### config.mk
export PLATFORM = sky130hd
export DESIGN_NAME = cdrr_regs
export DESIGN_NICKNAME = d
export VERILOG_FILES = /design/src/pkg/cdrr_pkg.sv /design/src/cdrr_regs.sv
export SDC_FILE = /design/constraint.sdc
export NUM_CORES = 1
export LEC_CHECK = 0
export ABC_CLOCK_PERIOD_IN_PS = 4700
export BUFFER_PORTS_ARGS = -buffer_cell sky130_fd_sc_hd__buf_4
export CAP_MARGIN = 0
export CELL_PAD_IN_SITES_DETAIL_PLACEMENT = 1
export CELL_PAD_IN_SITES_GLOBAL_PLACEMENT = 2
export CORE_MARGIN = 1.5
export CORE_UTILIZATION = 32
export CTS_BUF_LIST = sky130_fd_sc_hd__clkbuf_16
export DETAILED_ROUTE_END_ITERATION = 12
export PLACE_DENSITY = 0.75
export SLEW_MARGIN = 20
export SYNTH_ARGS = -nofsm -noshare
export SYNTH_HDL_FRONTEND = slang
export SYNTH_SLANG_ARGS = --single-unit
### constraint.sdc
create_clock -name CORE_CLK_I -period 4.7 [get_ports CORE_CLK_I]
set_clock_uncertainty 0.05 [all_clocks]
set_input_delay 0.235 -clock CORE_CLK_I [delete_from_list [all_inputs] [get_ports CORE_CLK_I]]
set_output_delay 0.235 -clock CORE_CLK_I [all_outputs]
set_load 0.1 [all_outputs]
### src/pkg/cdrr_pkg.sv
// package for the cable diagnostic result register bank
package cdrr_pkg;

    // register indices (printed offsets, not multiples of four)
    localparam logic [7:0]  IDX_REFLECT_CTRL   = 8'h16;
    localparam logic [7:0]  IDX_SAMPLE_WINDOW  = 8'h17;
    localparam logic [7:0]  IDX_PEAK_RESULT    = 8'h18;
    localparam logic [7:0]  IDX_THRESH_RESULT  = 8'h19;
    localparam logic [7:0]  IDX_VAR_CONTROL    = 8'h1A;
    localparam logic [7:0]  IDX_VAR_DATA       = 8'h1B;
    localparam int          ADDR_W             = 12;

    // field positions
    localparam int          CTRL_LAUNCH_BIT    = 11;
    localparam int          CTRL_NEGPK_BIT     = 7;
    localparam int          VAR_RDY_BIT        = 15;
    localparam int          VAR_FREEZE_BIT     = 3;
    localparam int          VAR_ENABLE_BIT     = 0;
    localparam int          THR_MET_BIT        = 8;

    // reset values and the receiver sample midpoint
    localparam logic [7:0]  WIN_BEGIN_RST      = 8'h00;
    localparam logic [7:0]  WIN_END_RST        = 8'hFF;
    localparam logic [5:0]  THRESH_RST         = 6'h20;
    localparam logic [5:0]  SAMPLE_MID         = 6'h20;

    // timing: one variance unit is 2^17 steps of 8 ns, 2^18 cycles of the 4 ns clock
    localparam int          VAR_UNIT_LOG2      = 17;
    localparam real         CLK_PERIOD_NS      = 4.0;
    localparam real         SAMPLE_STEP_NS     = 8.0;
    localparam int          STEP_CYCLES        = int'(SAMPLE_STEP_NS / CLK_PERIOD_NS);

    // axi responses
    localparam logic [1:0]  RESP_OKAY          = 2'h0;
    localparam logic [1:0]  RESP_SLVERR        = 2'h2;

    typedef enum logic [1:0] {
        CDRR_IDLE = 2'b00,
        CDRR_RUN  = 2'b01,
        CDRR_DONE = 2'b11
    } cdrr_state_t;

    typedef struct packed {
        logic [7:0] win_begin;
        logic [7:0] win_end;
        logic [5:0] threshold;
        logic       neg_peak;
    } cdrr_cfg_t;

    typedef struct packed {
        logic       valid;
        logic [5:0] value;
    } cdrr_sample_t;

endpackage : cdrr_pkg

### src/cdrr_regs.sv
// cable diagnostic result and variance control register bank
//
// Our own choice: the AXI4-Lite interface to the registers.
module cdrr_regs #(
    parameter int VAR_UNIT_CYCLES = (1 << cdrr_pkg::VAR_UNIT_LOG2) * cdrr_pkg::STEP_CYCLES
) (
    // clock, reset, enable
    input  wire logic                        CORE_CLK_I,
    input  wire logic                        RST_N_I,
    input  wire logic                        CLK_EN_I,
    // axi4-lite write
    input  wire logic [cdrr_pkg::ADDR_W-1:0] AWADDR_I,
    input  wire logic                        AWVALID_I,
    output logic                             AWREADY_O,
    input  wire logic [31:0]                 WDATA_I,
    input  wire logic [3:0]                  WSTRB_I,
    input  wire logic                        WVALID_I,
    output logic                             WREADY_O,
    output logic [1:0]                       BRESP_O,
    output logic                             BVALID_O,
    input  wire logic                        BREADY_I,
    // axi4-lite read
    input  wire logic [cdrr_pkg::ADDR_W-1:0] ARADDR_I,
    input  wire logic                        ARVALID_I,
    output logic                             ARREADY_O,
    output logic [31:0]                      RDATA_O,
    output logic [1:0]                       RRESP_O,
    output logic                             RVALID_O,
    input  wire logic                        RREADY_I,
    // reflectometry path
    input  wire cdrr_pkg::cdrr_sample_t      REFLECT_SAMPLE_I,
    output logic                             LAUNCH_PULSE_O,
    output logic                             NEG_PEAK_SEL_O,
    // 100 mb receiver path
    input  wire cdrr_pkg::cdrr_sample_t      RX100_SAMPLE_I
);
    import cdrr_pkg::*;

    // bus state
    logic                    aw_got_ff, nxt_aw_got;
    logic                    w_got_ff, nxt_w_got;
    logic [ADDR_W-1:0]       awaddr_ff, nxt_awaddr;
    logic [31:0]             wdata_ff, nxt_wdata;
    logic [3:0]              wstrb_ff, nxt_wstrb;
    logic                    bvalid_ff, nxt_bvalid;
    logic [1:0]              bresp_ff, nxt_bresp;
    logic                    rvalid_ff, nxt_rvalid;
    logic [31:0]             rdata_ff, nxt_rdata;
    logic [1:0]              rresp_ff, nxt_rresp;

    // control and results
    cdrr_cfg_t               cfg_ff, nxt_cfg;
    logic [2:0]              pulse_width_ff, nxt_pulse_width;
    logic                    launch_ff, nxt_launch;
    cdrr_state_t             state_ff, nxt_state;
    logic [7:0]              tcount_ff, nxt_tcount;
    logic                    step_ff, nxt_step;
    logic [5:0]              peak_val_ff, nxt_peak_val;
    logic [7:0]              peak_time_ff, nxt_peak_time;
    logic                    peak_seen_ff, nxt_peak_seen;
    logic                    thr_met_ff, nxt_thr_met;
    logic [7:0]              thr_time_ff, nxt_thr_time;

    // variance
    logic                    var_en_ff, nxt_var_en;
    logic [1:0]              var_timer_ff, nxt_var_timer;
    logic                    var_freeze_ff, nxt_var_freeze;
    logic                    var_rdy_ff, nxt_var_rdy;
    logic [31:0]             var_acc_ff, nxt_var_acc;
    logic [31:0]             var_data_ff, nxt_var_data;
    logic [21:0]             var_cnt_ff, nxt_var_cnt;
    logic                    var_half_ff, nxt_var_half;

    logic                    wr_fire, rd_fire;
    logic [ADDR_W-3:0]       wr_idx, rd_idx;
    logic [15:0]             wv;
    logic                    in_window;
    logic [5:0]              s_val;
    logic                    better, thr_hit;
    logic [5:0]              dev;
    logic [21:0]             var_limit;
    logic [15:0]             rd_word;
    logic                    rd_hit, var_restart, var_load;

    assign wr_fire   = aw_got_ff && w_got_ff && !bvalid_ff;
    assign wr_idx    = awaddr_ff[ADDR_W-1:2];
    assign rd_fire   = ARVALID_I && !rvalid_ff;
    assign rd_idx    = ARADDR_I[ADDR_W-1:2];
    assign wv        = wdata_ff[15:0];
    assign s_val     = REFLECT_SAMPLE_I.value;
    assign var_limit = 22'((({20'h0, var_timer_ff} + 22'h1) * 22'h2 * 22'(VAR_UNIT_CYCLES)));
    assign var_restart = wr_fire && wstrb_ff[0] && wstrb_ff[1] && wv[2:1] != var_timer_ff
                         && wr_idx == 10'(IDX_VAR_CONTROL);
    assign var_load  = var_en_ff && !var_restart && !var_freeze_ff
                       && (var_cnt_ff >= var_limit - 22'h000001);

    assign AWREADY_O      = !aw_got_ff;
    assign WREADY_O       = !w_got_ff;
    assign BVALID_O       = bvalid_ff;
    assign BRESP_O        = bresp_ff;
    assign ARREADY_O      = !rvalid_ff;
    assign RVALID_O       = rvalid_ff;
    assign RDATA_O        = rdata_ff;
    assign RRESP_O        = rresp_ff;
    assign LAUNCH_PULSE_O = launch_ff && (state_ff == CDRR_IDLE);
    assign NEG_PEAK_SEL_O = cfg_ff.neg_peak;

    // read mux; reserved bits read zero
    always_comb begin
        rd_hit  = 1'b1;
        rd_word = 16'h0000;
        case (rd_idx)
            10'(IDX_REFLECT_CTRL): rd_word = {4'h0, launch_ff, pulse_width_ff, cfg_ff.neg_peak,
                                              1'b0, cfg_ff.threshold};
            10'(IDX_SAMPLE_WINDOW): rd_word = {cfg_ff.win_begin, cfg_ff.win_end};
            10'(IDX_PEAK_RESULT): rd_word = {2'b00, peak_val_ff, peak_time_ff};
            10'(IDX_THRESH_RESULT): rd_word = {7'h00, thr_met_ff, thr_time_ff};
            10'(IDX_VAR_CONTROL): rd_word = {var_rdy_ff, 11'h000, var_freeze_ff, var_timer_ff,
                                             var_en_ff};
            10'(IDX_VAR_DATA): rd_word = var_half_ff ? var_data_ff[31:16] : var_data_ff[15:0];
            default: rd_hit = 1'b0;
        endcase
    end

    // bus handshake
    always_comb begin
        nxt_aw_got = aw_got_ff;
        nxt_w_got  = w_got_ff;
        nxt_awaddr = awaddr_ff;
        nxt_wdata  = wdata_ff;
        nxt_wstrb  = wstrb_ff;
        nxt_bvalid = bvalid_ff;
        nxt_bresp  = bresp_ff;
        nxt_rvalid = rvalid_ff;
        nxt_rdata  = rdata_ff;
        nxt_rresp  = rresp_ff;
        if (AWVALID_I && !aw_got_ff) begin
            nxt_aw_got = 1'b1;
            nxt_awaddr = AWADDR_I;
        end
        if (WVALID_I && !w_got_ff) begin
            nxt_w_got = 1'b1;
            nxt_wdata = WDATA_I;
            nxt_wstrb = WSTRB_I;
        end
        if (wr_fire) begin
            nxt_aw_got = 1'b0;
            nxt_w_got  = 1'b0;
            nxt_bvalid = 1'b1;
            nxt_bresp  = (wr_idx >= 10'(IDX_REFLECT_CTRL) && wr_idx <= 10'(IDX_VAR_DATA))
                         ? RESP_OKAY : RESP_SLVERR;
        end
        if (bvalid_ff && BREADY_I) begin
            nxt_bvalid = 1'b0;
        end
        if (rd_fire) begin
            nxt_rvalid = 1'b1;
            nxt_rdata  = {16'h0000, rd_word};
            nxt_rresp  = rd_hit ? RESP_OKAY : RESP_SLVERR;
        end else if (rvalid_ff && RREADY_I) begin
            nxt_rvalid = 1'b0;
        end
    end

    // registers, capture and variance next state
    always_comb begin
        nxt_cfg         = cfg_ff;
        nxt_pulse_width = pulse_width_ff;
        nxt_launch      = launch_ff;
        nxt_state       = state_ff;
        nxt_tcount      = tcount_ff;
        nxt_step        = step_ff;
        nxt_peak_val    = peak_val_ff;
        nxt_peak_time   = peak_time_ff;
        nxt_peak_seen   = peak_seen_ff;
        nxt_thr_met     = thr_met_ff;
        nxt_thr_time    = thr_time_ff;
        nxt_var_en      = var_en_ff;
        nxt_var_timer   = var_timer_ff;
        nxt_var_freeze  = var_freeze_ff;
        nxt_var_rdy     = var_rdy_ff;
        nxt_var_acc     = var_acc_ff;
        nxt_var_data    = var_data_ff;
        nxt_var_cnt     = var_cnt_ff;
        nxt_var_half    = var_half_ff;

        // window gating on the 8 ns time count
        in_window = (tcount_ff >= cfg_ff.win_begin) && (tcount_ff <= cfg_ff.win_end);
        better    = !peak_seen_ff || (cfg_ff.neg_peak ? (s_val < peak_val_ff)
                                                      : (s_val > peak_val_ff));
        thr_hit   = cfg_ff.neg_peak ? (s_val < cfg_ff.threshold) : (s_val > cfg_ff.threshold);
        dev       = (RX100_SAMPLE_I.value >= SAMPLE_MID) ? (RX100_SAMPLE_I.value - SAMPLE_MID)
                                                         : (SAMPLE_MID - RX100_SAMPLE_I.value);

        // register writes; reserved bits dropped
        if (wr_fire && wstrb_ff[0] && wstrb_ff[1]) begin
            case (wr_idx)
                10'(IDX_REFLECT_CTRL): begin
                    nxt_pulse_width = wv[10:8];
                    nxt_cfg.neg_peak  = wv[CTRL_NEGPK_BIT];
                    nxt_cfg.threshold = wv[5:0];
                    if (wv[CTRL_LAUNCH_BIT]) begin
                        nxt_launch = 1'b1;
                    end
                end
                10'(IDX_SAMPLE_WINDOW): begin
                    nxt_cfg.win_begin = wv[15:8];
                    nxt_cfg.win_end   = wv[7:0];
                end
                10'(IDX_VAR_CONTROL): begin
                    nxt_var_en     = wv[VAR_ENABLE_BIT];
                    nxt_var_freeze = wv[VAR_FREEZE_BIT];
                    nxt_var_timer  = wv[2:1];
                    if (wv[2:1] != var_timer_ff) begin
                        nxt_var_cnt = 22'h000000;
                        nxt_var_acc = 32'h00000000;
                    end
                end
                default: ;
            endcase
        end

        case (state_ff)
            CDRR_IDLE: begin
                if (launch_ff) begin
                    nxt_state     = CDRR_RUN;
                    nxt_tcount    = 8'h00;
                    nxt_step      = 1'b0;
                    nxt_peak_val  = 6'h00;
                    nxt_peak_time = 8'h00;
                    nxt_peak_seen = 1'b0;
                    nxt_thr_met   = 1'b0;
                    nxt_thr_time  = 8'h00;
                end
            end
            CDRR_RUN: begin
                if (!step_ff && in_window && REFLECT_SAMPLE_I.valid) begin
                    if (better) begin
                        nxt_peak_val  = s_val;
                        nxt_peak_time = tcount_ff;
                        nxt_peak_seen = 1'b1;
                    end
                    if (thr_hit && !thr_met_ff) begin
                        nxt_thr_met  = 1'b1;
                        nxt_thr_time = tcount_ff;
                    end
                end
                nxt_step = !step_ff;
                if (step_ff) begin
                    if (tcount_ff >= cfg_ff.win_end || tcount_ff == 8'hFF) begin
                        nxt_state = CDRR_DONE;
                    end else begin
                        nxt_tcount = tcount_ff + 8'h01;
                    end
                end
            end
            CDRR_DONE: begin
                nxt_launch = 1'b0;
                nxt_state  = CDRR_IDLE;
            end
            default: nxt_state = CDRR_IDLE;
        endcase

        if (var_en_ff && !var_restart) begin
            if (RX100_SAMPLE_I.valid) begin
                nxt_var_acc = var_acc_ff + 32'(dev) * 32'(dev);
            end
            nxt_var_cnt = var_cnt_ff + 22'h000001;
            if (var_cnt_ff >= var_limit - 22'h000001) begin
                nxt_var_cnt = 22'h000000;
                // freeze holds data; last sample included
                if (!var_freeze_ff) begin
                    nxt_var_data = nxt_var_acc;
                    nxt_var_half = 1'b0;
                    nxt_var_rdy  = 1'b1;
                end
                nxt_var_acc = 32'h00000000;
            end
        end

        // two data reads clear; new load wins
        if (rd_fire && rd_idx == 10'(IDX_VAR_DATA)) begin
            nxt_var_half = !var_half_ff && !var_load;
            if (var_half_ff) begin
                nxt_var_freeze = 1'b0;
                nxt_var_rdy    = var_load;
            end
        end else if (rd_fire) begin
            nxt_var_half = 1'b0;
        end
    end

    always_ff @(posedge CORE_CLK_I) begin
        if (!RST_N_I) begin
            aw_got_ff      <= 1'b0;
            w_got_ff       <= 1'b0;
            awaddr_ff      <= '0;
            wdata_ff       <= 32'h00000000;
            wstrb_ff       <= 4'h0;
            bvalid_ff      <= 1'b0;
            bresp_ff       <= RESP_OKAY;
            rvalid_ff      <= 1'b0;
            rdata_ff       <= 32'h00000000;
            rresp_ff       <= RESP_OKAY;
            cfg_ff         <= '{win_begin: WIN_BEGIN_RST, win_end: WIN_END_RST,
                                threshold: THRESH_RST, neg_peak: 1'b0};
            pulse_width_ff <= 3'h0;
            launch_ff      <= 1'b0;
            state_ff       <= CDRR_IDLE;
            tcount_ff      <= 8'h00;
            step_ff        <= 1'b0;
            peak_val_ff    <= 6'h00;
            peak_time_ff   <= 8'h00;
            peak_seen_ff   <= 1'b0;
            thr_met_ff     <= 1'b0;
            thr_time_ff    <= 8'h00;
            var_en_ff      <= 1'b0;
            var_timer_ff   <= 2'h0;
            var_freeze_ff  <= 1'b0;
            var_rdy_ff     <= 1'b0;
            var_acc_ff     <= 32'h00000000;
            var_data_ff    <= 32'h00000000;
            var_cnt_ff     <= 22'h000000;
            var_half_ff    <= 1'b0;
        end else if (CLK_EN_I) begin
            aw_got_ff      <= nxt_aw_got;
            w_got_ff       <= nxt_w_got;
            awaddr_ff      <= nxt_awaddr;
            wdata_ff       <= nxt_wdata;
            wstrb_ff       <= nxt_wstrb;
            bvalid_ff      <= nxt_bvalid;
            bresp_ff       <= nxt_bresp;
            rvalid_ff      <= nxt_rvalid;
            rdata_ff       <= nxt_rdata;
            rresp_ff       <= nxt_rresp;
            cfg_ff         <= nxt_cfg;
            pulse_width_ff <= nxt_pulse_width;
            launch_ff      <= nxt_launch;
            state_ff       <= nxt_state;
            tcount_ff      <= nxt_tcount;
            step_ff        <= nxt_step;
            peak_val_ff    <= nxt_peak_val;
            peak_time_ff   <= nxt_peak_time;
            peak_seen_ff   <= nxt_peak_seen;
            thr_met_ff     <= nxt_thr_met;
            thr_time_ff    <= nxt_thr_time;
            var_en_ff      <= nxt_var_en;
            var_timer_ff   <= nxt_var_timer;
            var_freeze_ff  <= nxt_var_freeze;
            var_rdy_ff     <= nxt_var_rdy;
            var_acc_ff     <= nxt_var_acc;
            var_data_ff    <= nxt_var_data;
            var_cnt_ff     <= nxt_var_cnt;
            var_half_ff    <= nxt_var_half;
        end
    end

endmodule : cdrr_regs

==> results_dict.tcl, run 1 <==
set metrics [dict create \
    worst_r2r_endpoint "var_acc_ff[29]" \
    ys_seq_elements 204 \
    drtIter0Drc 580 \
    synth-edff-count 0 \
    antenna_found_initial 0 \
    multiInputGateArea_um2 6930 \
    dp_cells 1966 \
    tightest_slew_ps 1090 \
    clk_pin_slew_ps 60 \
    n_fill_cell 4234 \
    grt_pass1_wl_um 63200 \
    critPathMaxFanout 6 \
    grt_max_degree 64 \
    power.total_w 0.00445 \
    seq_area_frac_synth 0.351 \
    maxSlewHeadroom 0.270 \
    reg2reg_from "var_acc_ff[10]" \
    cts-root-buf "clkbuf_16" \
    synth.avg_cell_area_um2 8.02 \
    async_flop_share 0 \
    ir_drop_mv 0.244 \
    yosys-top-cells-area "dfxtp_1 35%, nand2_1 6.6%, ha_1 5.8%, mux2i_1 5.3%, a21oi_1 5.3%" \
    setup_violations 0 \
    leakage_nw 5.46 \
    ios 125 \
    min_period_ps 4450 \
    cap_violations 0 \
    grt_usage 0.210 \
    dieArea_um2 37500 \
    crit_arrival_ps 4860 \
    synthCells 1449 \
    cts_sinks 204 \
    crit_start "RX100_SAMPLE_I[0]" \
    synth_ff_type "dfxtp_1" \
    grt_pass1_vias 11184 \
    fin_crit_sh 0.946 \
    insertion_delay_ps 550 \
    max_freq_mhz 225 \
    setup.worst_path.end "var_data_ff[21]" \
    antenna_cells 0 \
    gr-total-overflow 0 \
    die_x_um 194 \
    coreArea_um2 35700 \
    detail_route.wl_per_cell_um 19.3 \
    fin_nets 1722 \
    reg2reg_slack_ps 1150 \
    netlist.area_leader.share 0.351 \
    layout_commonest_cell "nand2_1" \
    finalSetupTns_ps 0 \
    hold_viol 0 \
    gp_congestion 0.832 \
    rsz0062_at_grt "no" \
    row_count 69 \
    fin_cells 2044 \
    outcome "finished, violations left" \
    ff2ff_path_depth 9 \
    seqCellArea_um2 4080 \
    cts_max_path_buffers 3 \
    fin_hold_ws_ps 63.3 \
    io_buffers 84 \
    drive_gt1_frac 0.133 \
    area_growth_pct 20.8 \
    start_util 0.326 \
    drcViolationCount 4 \
    cts_buffers 25 \
    required_ps 5120 \
    min_path_type "in2reg" \
    vias_per_cell 5.34 \
    p_per_area_nw_per_um2 317 \
    die_h_um 194 \
    crit_path_end_kind "register" \
    crit_type "in2reg" \
    post_dp_cell_area_um2 12900 \
    drtAntennaViolNets 0 \
    synth_area_leader_cell "dfxtp_1" \
    dr.pass1.iters 9 \
    maxSlewViolCount 0 \
    dp_hpwl_um 29100 \
    violations "DRC" \
    htree_levels 1 \
    design_area_um2 14000 \
    post_synth_num_cell_types 76 \
    cts_tree "built" \
    wl_um 39400 \
    netlist_area_um2 11600 \
    vias 10914 \
    synth_warnings 0 \
    final_cell_mix "205 x nand2_1, 204 x dfxtp_1, 135 x buf_4" \
    critPathLaunchType "primary input" \
]
==> area by class of cell <==
| class | count | share of cell area |
|---|---|---|
| flip-flops and latches | 204 | 0.291 |
| repair buffers | 174 | 0.100 |
| well taps | 461 | 0.0411 |
| inverters | 85 | 0.0227 |
| clock inverters | 14 | 0.00722 |
| multi-input cells | 1081 | 0.494 |
| clock buffers | 25 | 0.0445 |
==> cell usage after synthesis (22+ instances only) <==
cell	instances
ha_1	54
nor2_1	106
o21ai_0	69
xnor2_1	25
or3_1	22
a21oi_1	123
nor3_1	32
dfxtp_1	204
inv_1	84
clkbuf_1	59
mux2i_1	62
a31oi_1	24
nand3_1	54
nand2_1	205
==> worst max-delay path: stages <==
cell      delay (ps)
buf_4             90
inv_1             50
ha_1             220
a21oi_2          190
xnor2_2          140
nor2_1            80
fa_1             500
inv_1             70
fa_1             540
inv_1             50
fa_1             460
fa_1             530
ha_2             280
o21a_2           160
a21o_1           180
o211a_2          320
o211ai_1         280
mux2_2           370
a21oi_1          140
==> state kept, by name, summed over array words and instances (netlist names), 8 cells and up <==
register,count
peak_time_ff,8
var_acc_ff,32
var_cnt_ff,22
thr_time_ff,8
awaddr_ff,10
RDATA_O,16
cfg_ff,22
tcount_ff,8
wdata_ff,16
var_data_ff,32
==> power by group <==
group / switching [W] / internal (W) / leakage, nW
logic: 0.000545 / 0.000356 / 3.44
clock network: 0.000769 / 0.00101 / 0.378
registers: 0.0000165 / 0.00175 / 1.65
==> stage by stage <==
stage | setup slack, ps | util
detailed placement | -444 | 0.361
CTS | 121 | 0.392
floorplan | -9.03 | -
global route | 10.7 | 0.394
finish | 254 | 0.394
global placement | -311 | 0.361
==> kinds of logic after synthesis <==
| group | Yosys count | synth area share |
|---|---|---|
| buffers and inverters | 183 | 0.0674 |
| DFF | 204 | 0.351 |
| AOI/OAI and AO/OA | 364 | 0.198 |
| and+or+nand+nor | 530 | 0.217 |
| muxes | 67 | 0.0582 |
| xor gates and xnor gates | 31 | 0.0234 |
| adders and majority gates | 69 | 0.0839 |
| other | 1 | 0.000323 |
==> how the worst min path moves through the flow <==
stage,start,end,slack [ps],cells past startpoint
6_report,CLK_EN_I,launch_ff,60,2
5_1_grt,CLK_EN_I,launch_ff,60,2
4_1_cts,CLK_EN_I,launch_ff,40,2
3_5_place_dp,var_cnt_ff[21],var_cnt_ff[21],400,2
3_3_place_gp,pulse_width_ff[2],pulse_width_ff[2],390,2
2_1_floorplan,AWADDR_I[6],awaddr_ff[6],320,2
==> per-layer routing <==
layer / part of all wire / GRT usage / up-vias
met5: 0 / 0 / -
met4: 0.017 / 0.0423 / 0
met3: 0.033 / 0.0238 / 50
met2: 0.45 / 0.344 / 196
met1: 0.50 / 0.297 / 5331
li1: - / - / 5337
==> repair_timing <==
| action | 4_1_cts | 5_1_grt |
|---|---|---|
| hold endpoints to repair | 48 | 0 |
| gates resized for setup | 0 | 16 |
| setup buffers | 0 | 0 |
| hold buffers | 39 | 0 |
| setup endpoints to repair | 0 | 22 |
(Power assumes the default switching activity.)
==> inputs of run 2 (changes only) <==
- CTS_CLUSTER_DIAMETER: default -> 120
- MAX_ROUTING_LAYER: default -> met4
- SKIP_CTS_REPAIR_TIMING: default -> 1
==> results_dict.tcl, run 2 (synthesis results as in run 1) <==
set metrics [dict create \
    outcome "finished, violations left" \
    violations "DRC" \
    rsz0062_at_grt "no" \
    ios 125 \
    p_per_area_nw_per_um2 316 \
    htree_levels 1 \
    ir_drop_mv 0.241 \
    wl_um 39400 \
    power.total_w 0.00445 \
    fin_hold_ws_ps 66.2 \
    die_x_um 194 \
    crit_arrival_ps 4760 \
    coreArea_um2 35700 \
    detail_route.wl_per_cell_um 19.3 \
    dr.pass1.iters 9 \
    grt_usage 0.215 \
    vias 10929 \
    fin_crit_sh 0.945 \
    required_ps 5020 \
    grt_pass1_vias 10989 \
    drtIter0Drc 569 \
    grt_pass1_wl_um 62700 \
    antenna_cells 0 \
    drive_gt1_frac 0.134 \
    cts_buffers 25 \
    antenna_found_initial 0 \
    dp_hpwl_um 29100 \
    vias_per_cell 5.34 \
    die_h_um 194 \
    maxSlewViolCount 0 \
    met1_usage 0.299 \
    cap_violations 0 \
    tightest_slew_ps 1100 \
    max_freq_mhz 225 \
    reg.largest.list "var_acc_ff: 32 flops, var_data_ff: 32 flops" \
    finalSetupTns_ps 0 \
    seqCellArea_um2 4080 \
    min_path_type "in2reg" \
    drtAntennaViolNets 0 \
    cts-root-buf "clkbuf_16" \
    maxSlewHeadroom 0.267 \
    final_cell_mix "204 x dfxtp_1, 204 x nand2_1, 136 x buf_4" \
    cts_tree "built" \
    hold_viol 0 \
    dpl_worst_slack_ps -444 \
    cts_max_path_buffers 3 \
    io_buffers 84 \
    gr-total-overflow 0 \
    setup_violations 0 \
    area_growth_pct 20.9 \
    fin_nets 1723 \
    n_fill_cell 4233 \
    grt.busiest_layer "met2" \
    drcViolationCount 4 \
    multiInputGateArea_um2 6940 \
    clk_pin_slew_ps 60 \
    fin_util 0.394 \
    crit_type "in2reg" \
    row_count 69 \
    min_period_ps 4440 \
    grt_max_degree 64 \
    crit_path_end_kind "register" \
    critPathLaunchType "primary input" \
    cts_sinks 204 \
    dieArea_um2 37500 \
    grt_use_met3 0.0207 \
    critPathMaxFanout 5 \
    insertion_delay_ps 540 \
    leakage_nw 5.47 \
    start_util 0.326 \
    gp_congestion 0.845 \
    grtUsageMet2 0.339 \
    setup_slack_ps 259 \
]
==> run 2: cell count changes in the layout (fill, tap and decap cells not counted) <==
cell     previous run  this run
nand2_2             0         1
nand2_1           205       204
buf_4             135       136
==> run 2: metal layers <==
| metal | wire [um] | share of wire | vias to the layer above |
|---|---|---|---|
| met5 | 0 | 0 | - |
| met4 | 654 | 0.017 | 0 |
| met3 | 1330 | 0.034 | 48 |
| met2 | 17900 | 0.45 | 203 |
| met1 | 19500 | 0.50 | 5341 |
| li1 | - | - | 5337 |
==> run 2: final cells by class <==
type | instances | area share
clock buffer | 25 | 0.0445
clock inverter | 14 | 0.00721
inverter | 85 | 0.0227
multi-input combinational | 1081 | 0.494
sequential | 204 | 0.291
tap | 461 | 0.0410
timing repair buffer | 175 | 0.100
==> run 2: critical path: stages <==
cell	delay [ps]
buf_4	90
inv_1	50
ha_1	220
a21oi_2	190
xnor2_2	140
nor2_1	80
fa_1	500
inv_1	70
fa_1	540
inv_1	50
fa_1	460
fa_1	470
ha_2	200
or3_1	330
o22a_1	220
a41oi_2	390
a31oi_2	190
a211oi_1	260
a311oi_1	80
==> run 2: path summary, 6_finish.rpt <==
path	slack, ps	cells past startpoint	to	start
max	260	19	var_data_ff[28]	RX100_SAMPLE_I[0]
min	70	2	launch_ff	CLK_EN_I
max reg2reg	1150	9	var_acc_ff[29]	var_acc_ff[10]
min reg2reg	400	2	wstrb_ff[1]	wstrb_ff[1]
==> run 2: where the power goes <==
group	leakage (nW)	internal (W)	total (W)	switching [W]
combinational	3.44	0.000357	0.000902	0.000545
clock	0.378	0.00101	0.00178	0.000767
sequential	1.65	0.00175	0.00177	0.0000165
==> run 2: stage by stage <==
step	cells	instance area, um^2
floorplan	1468	11700
global placement	1966	12900
detailed placement	1966	12900
CTS	2005	13600
global route	2045	14100
finish	2045	14100
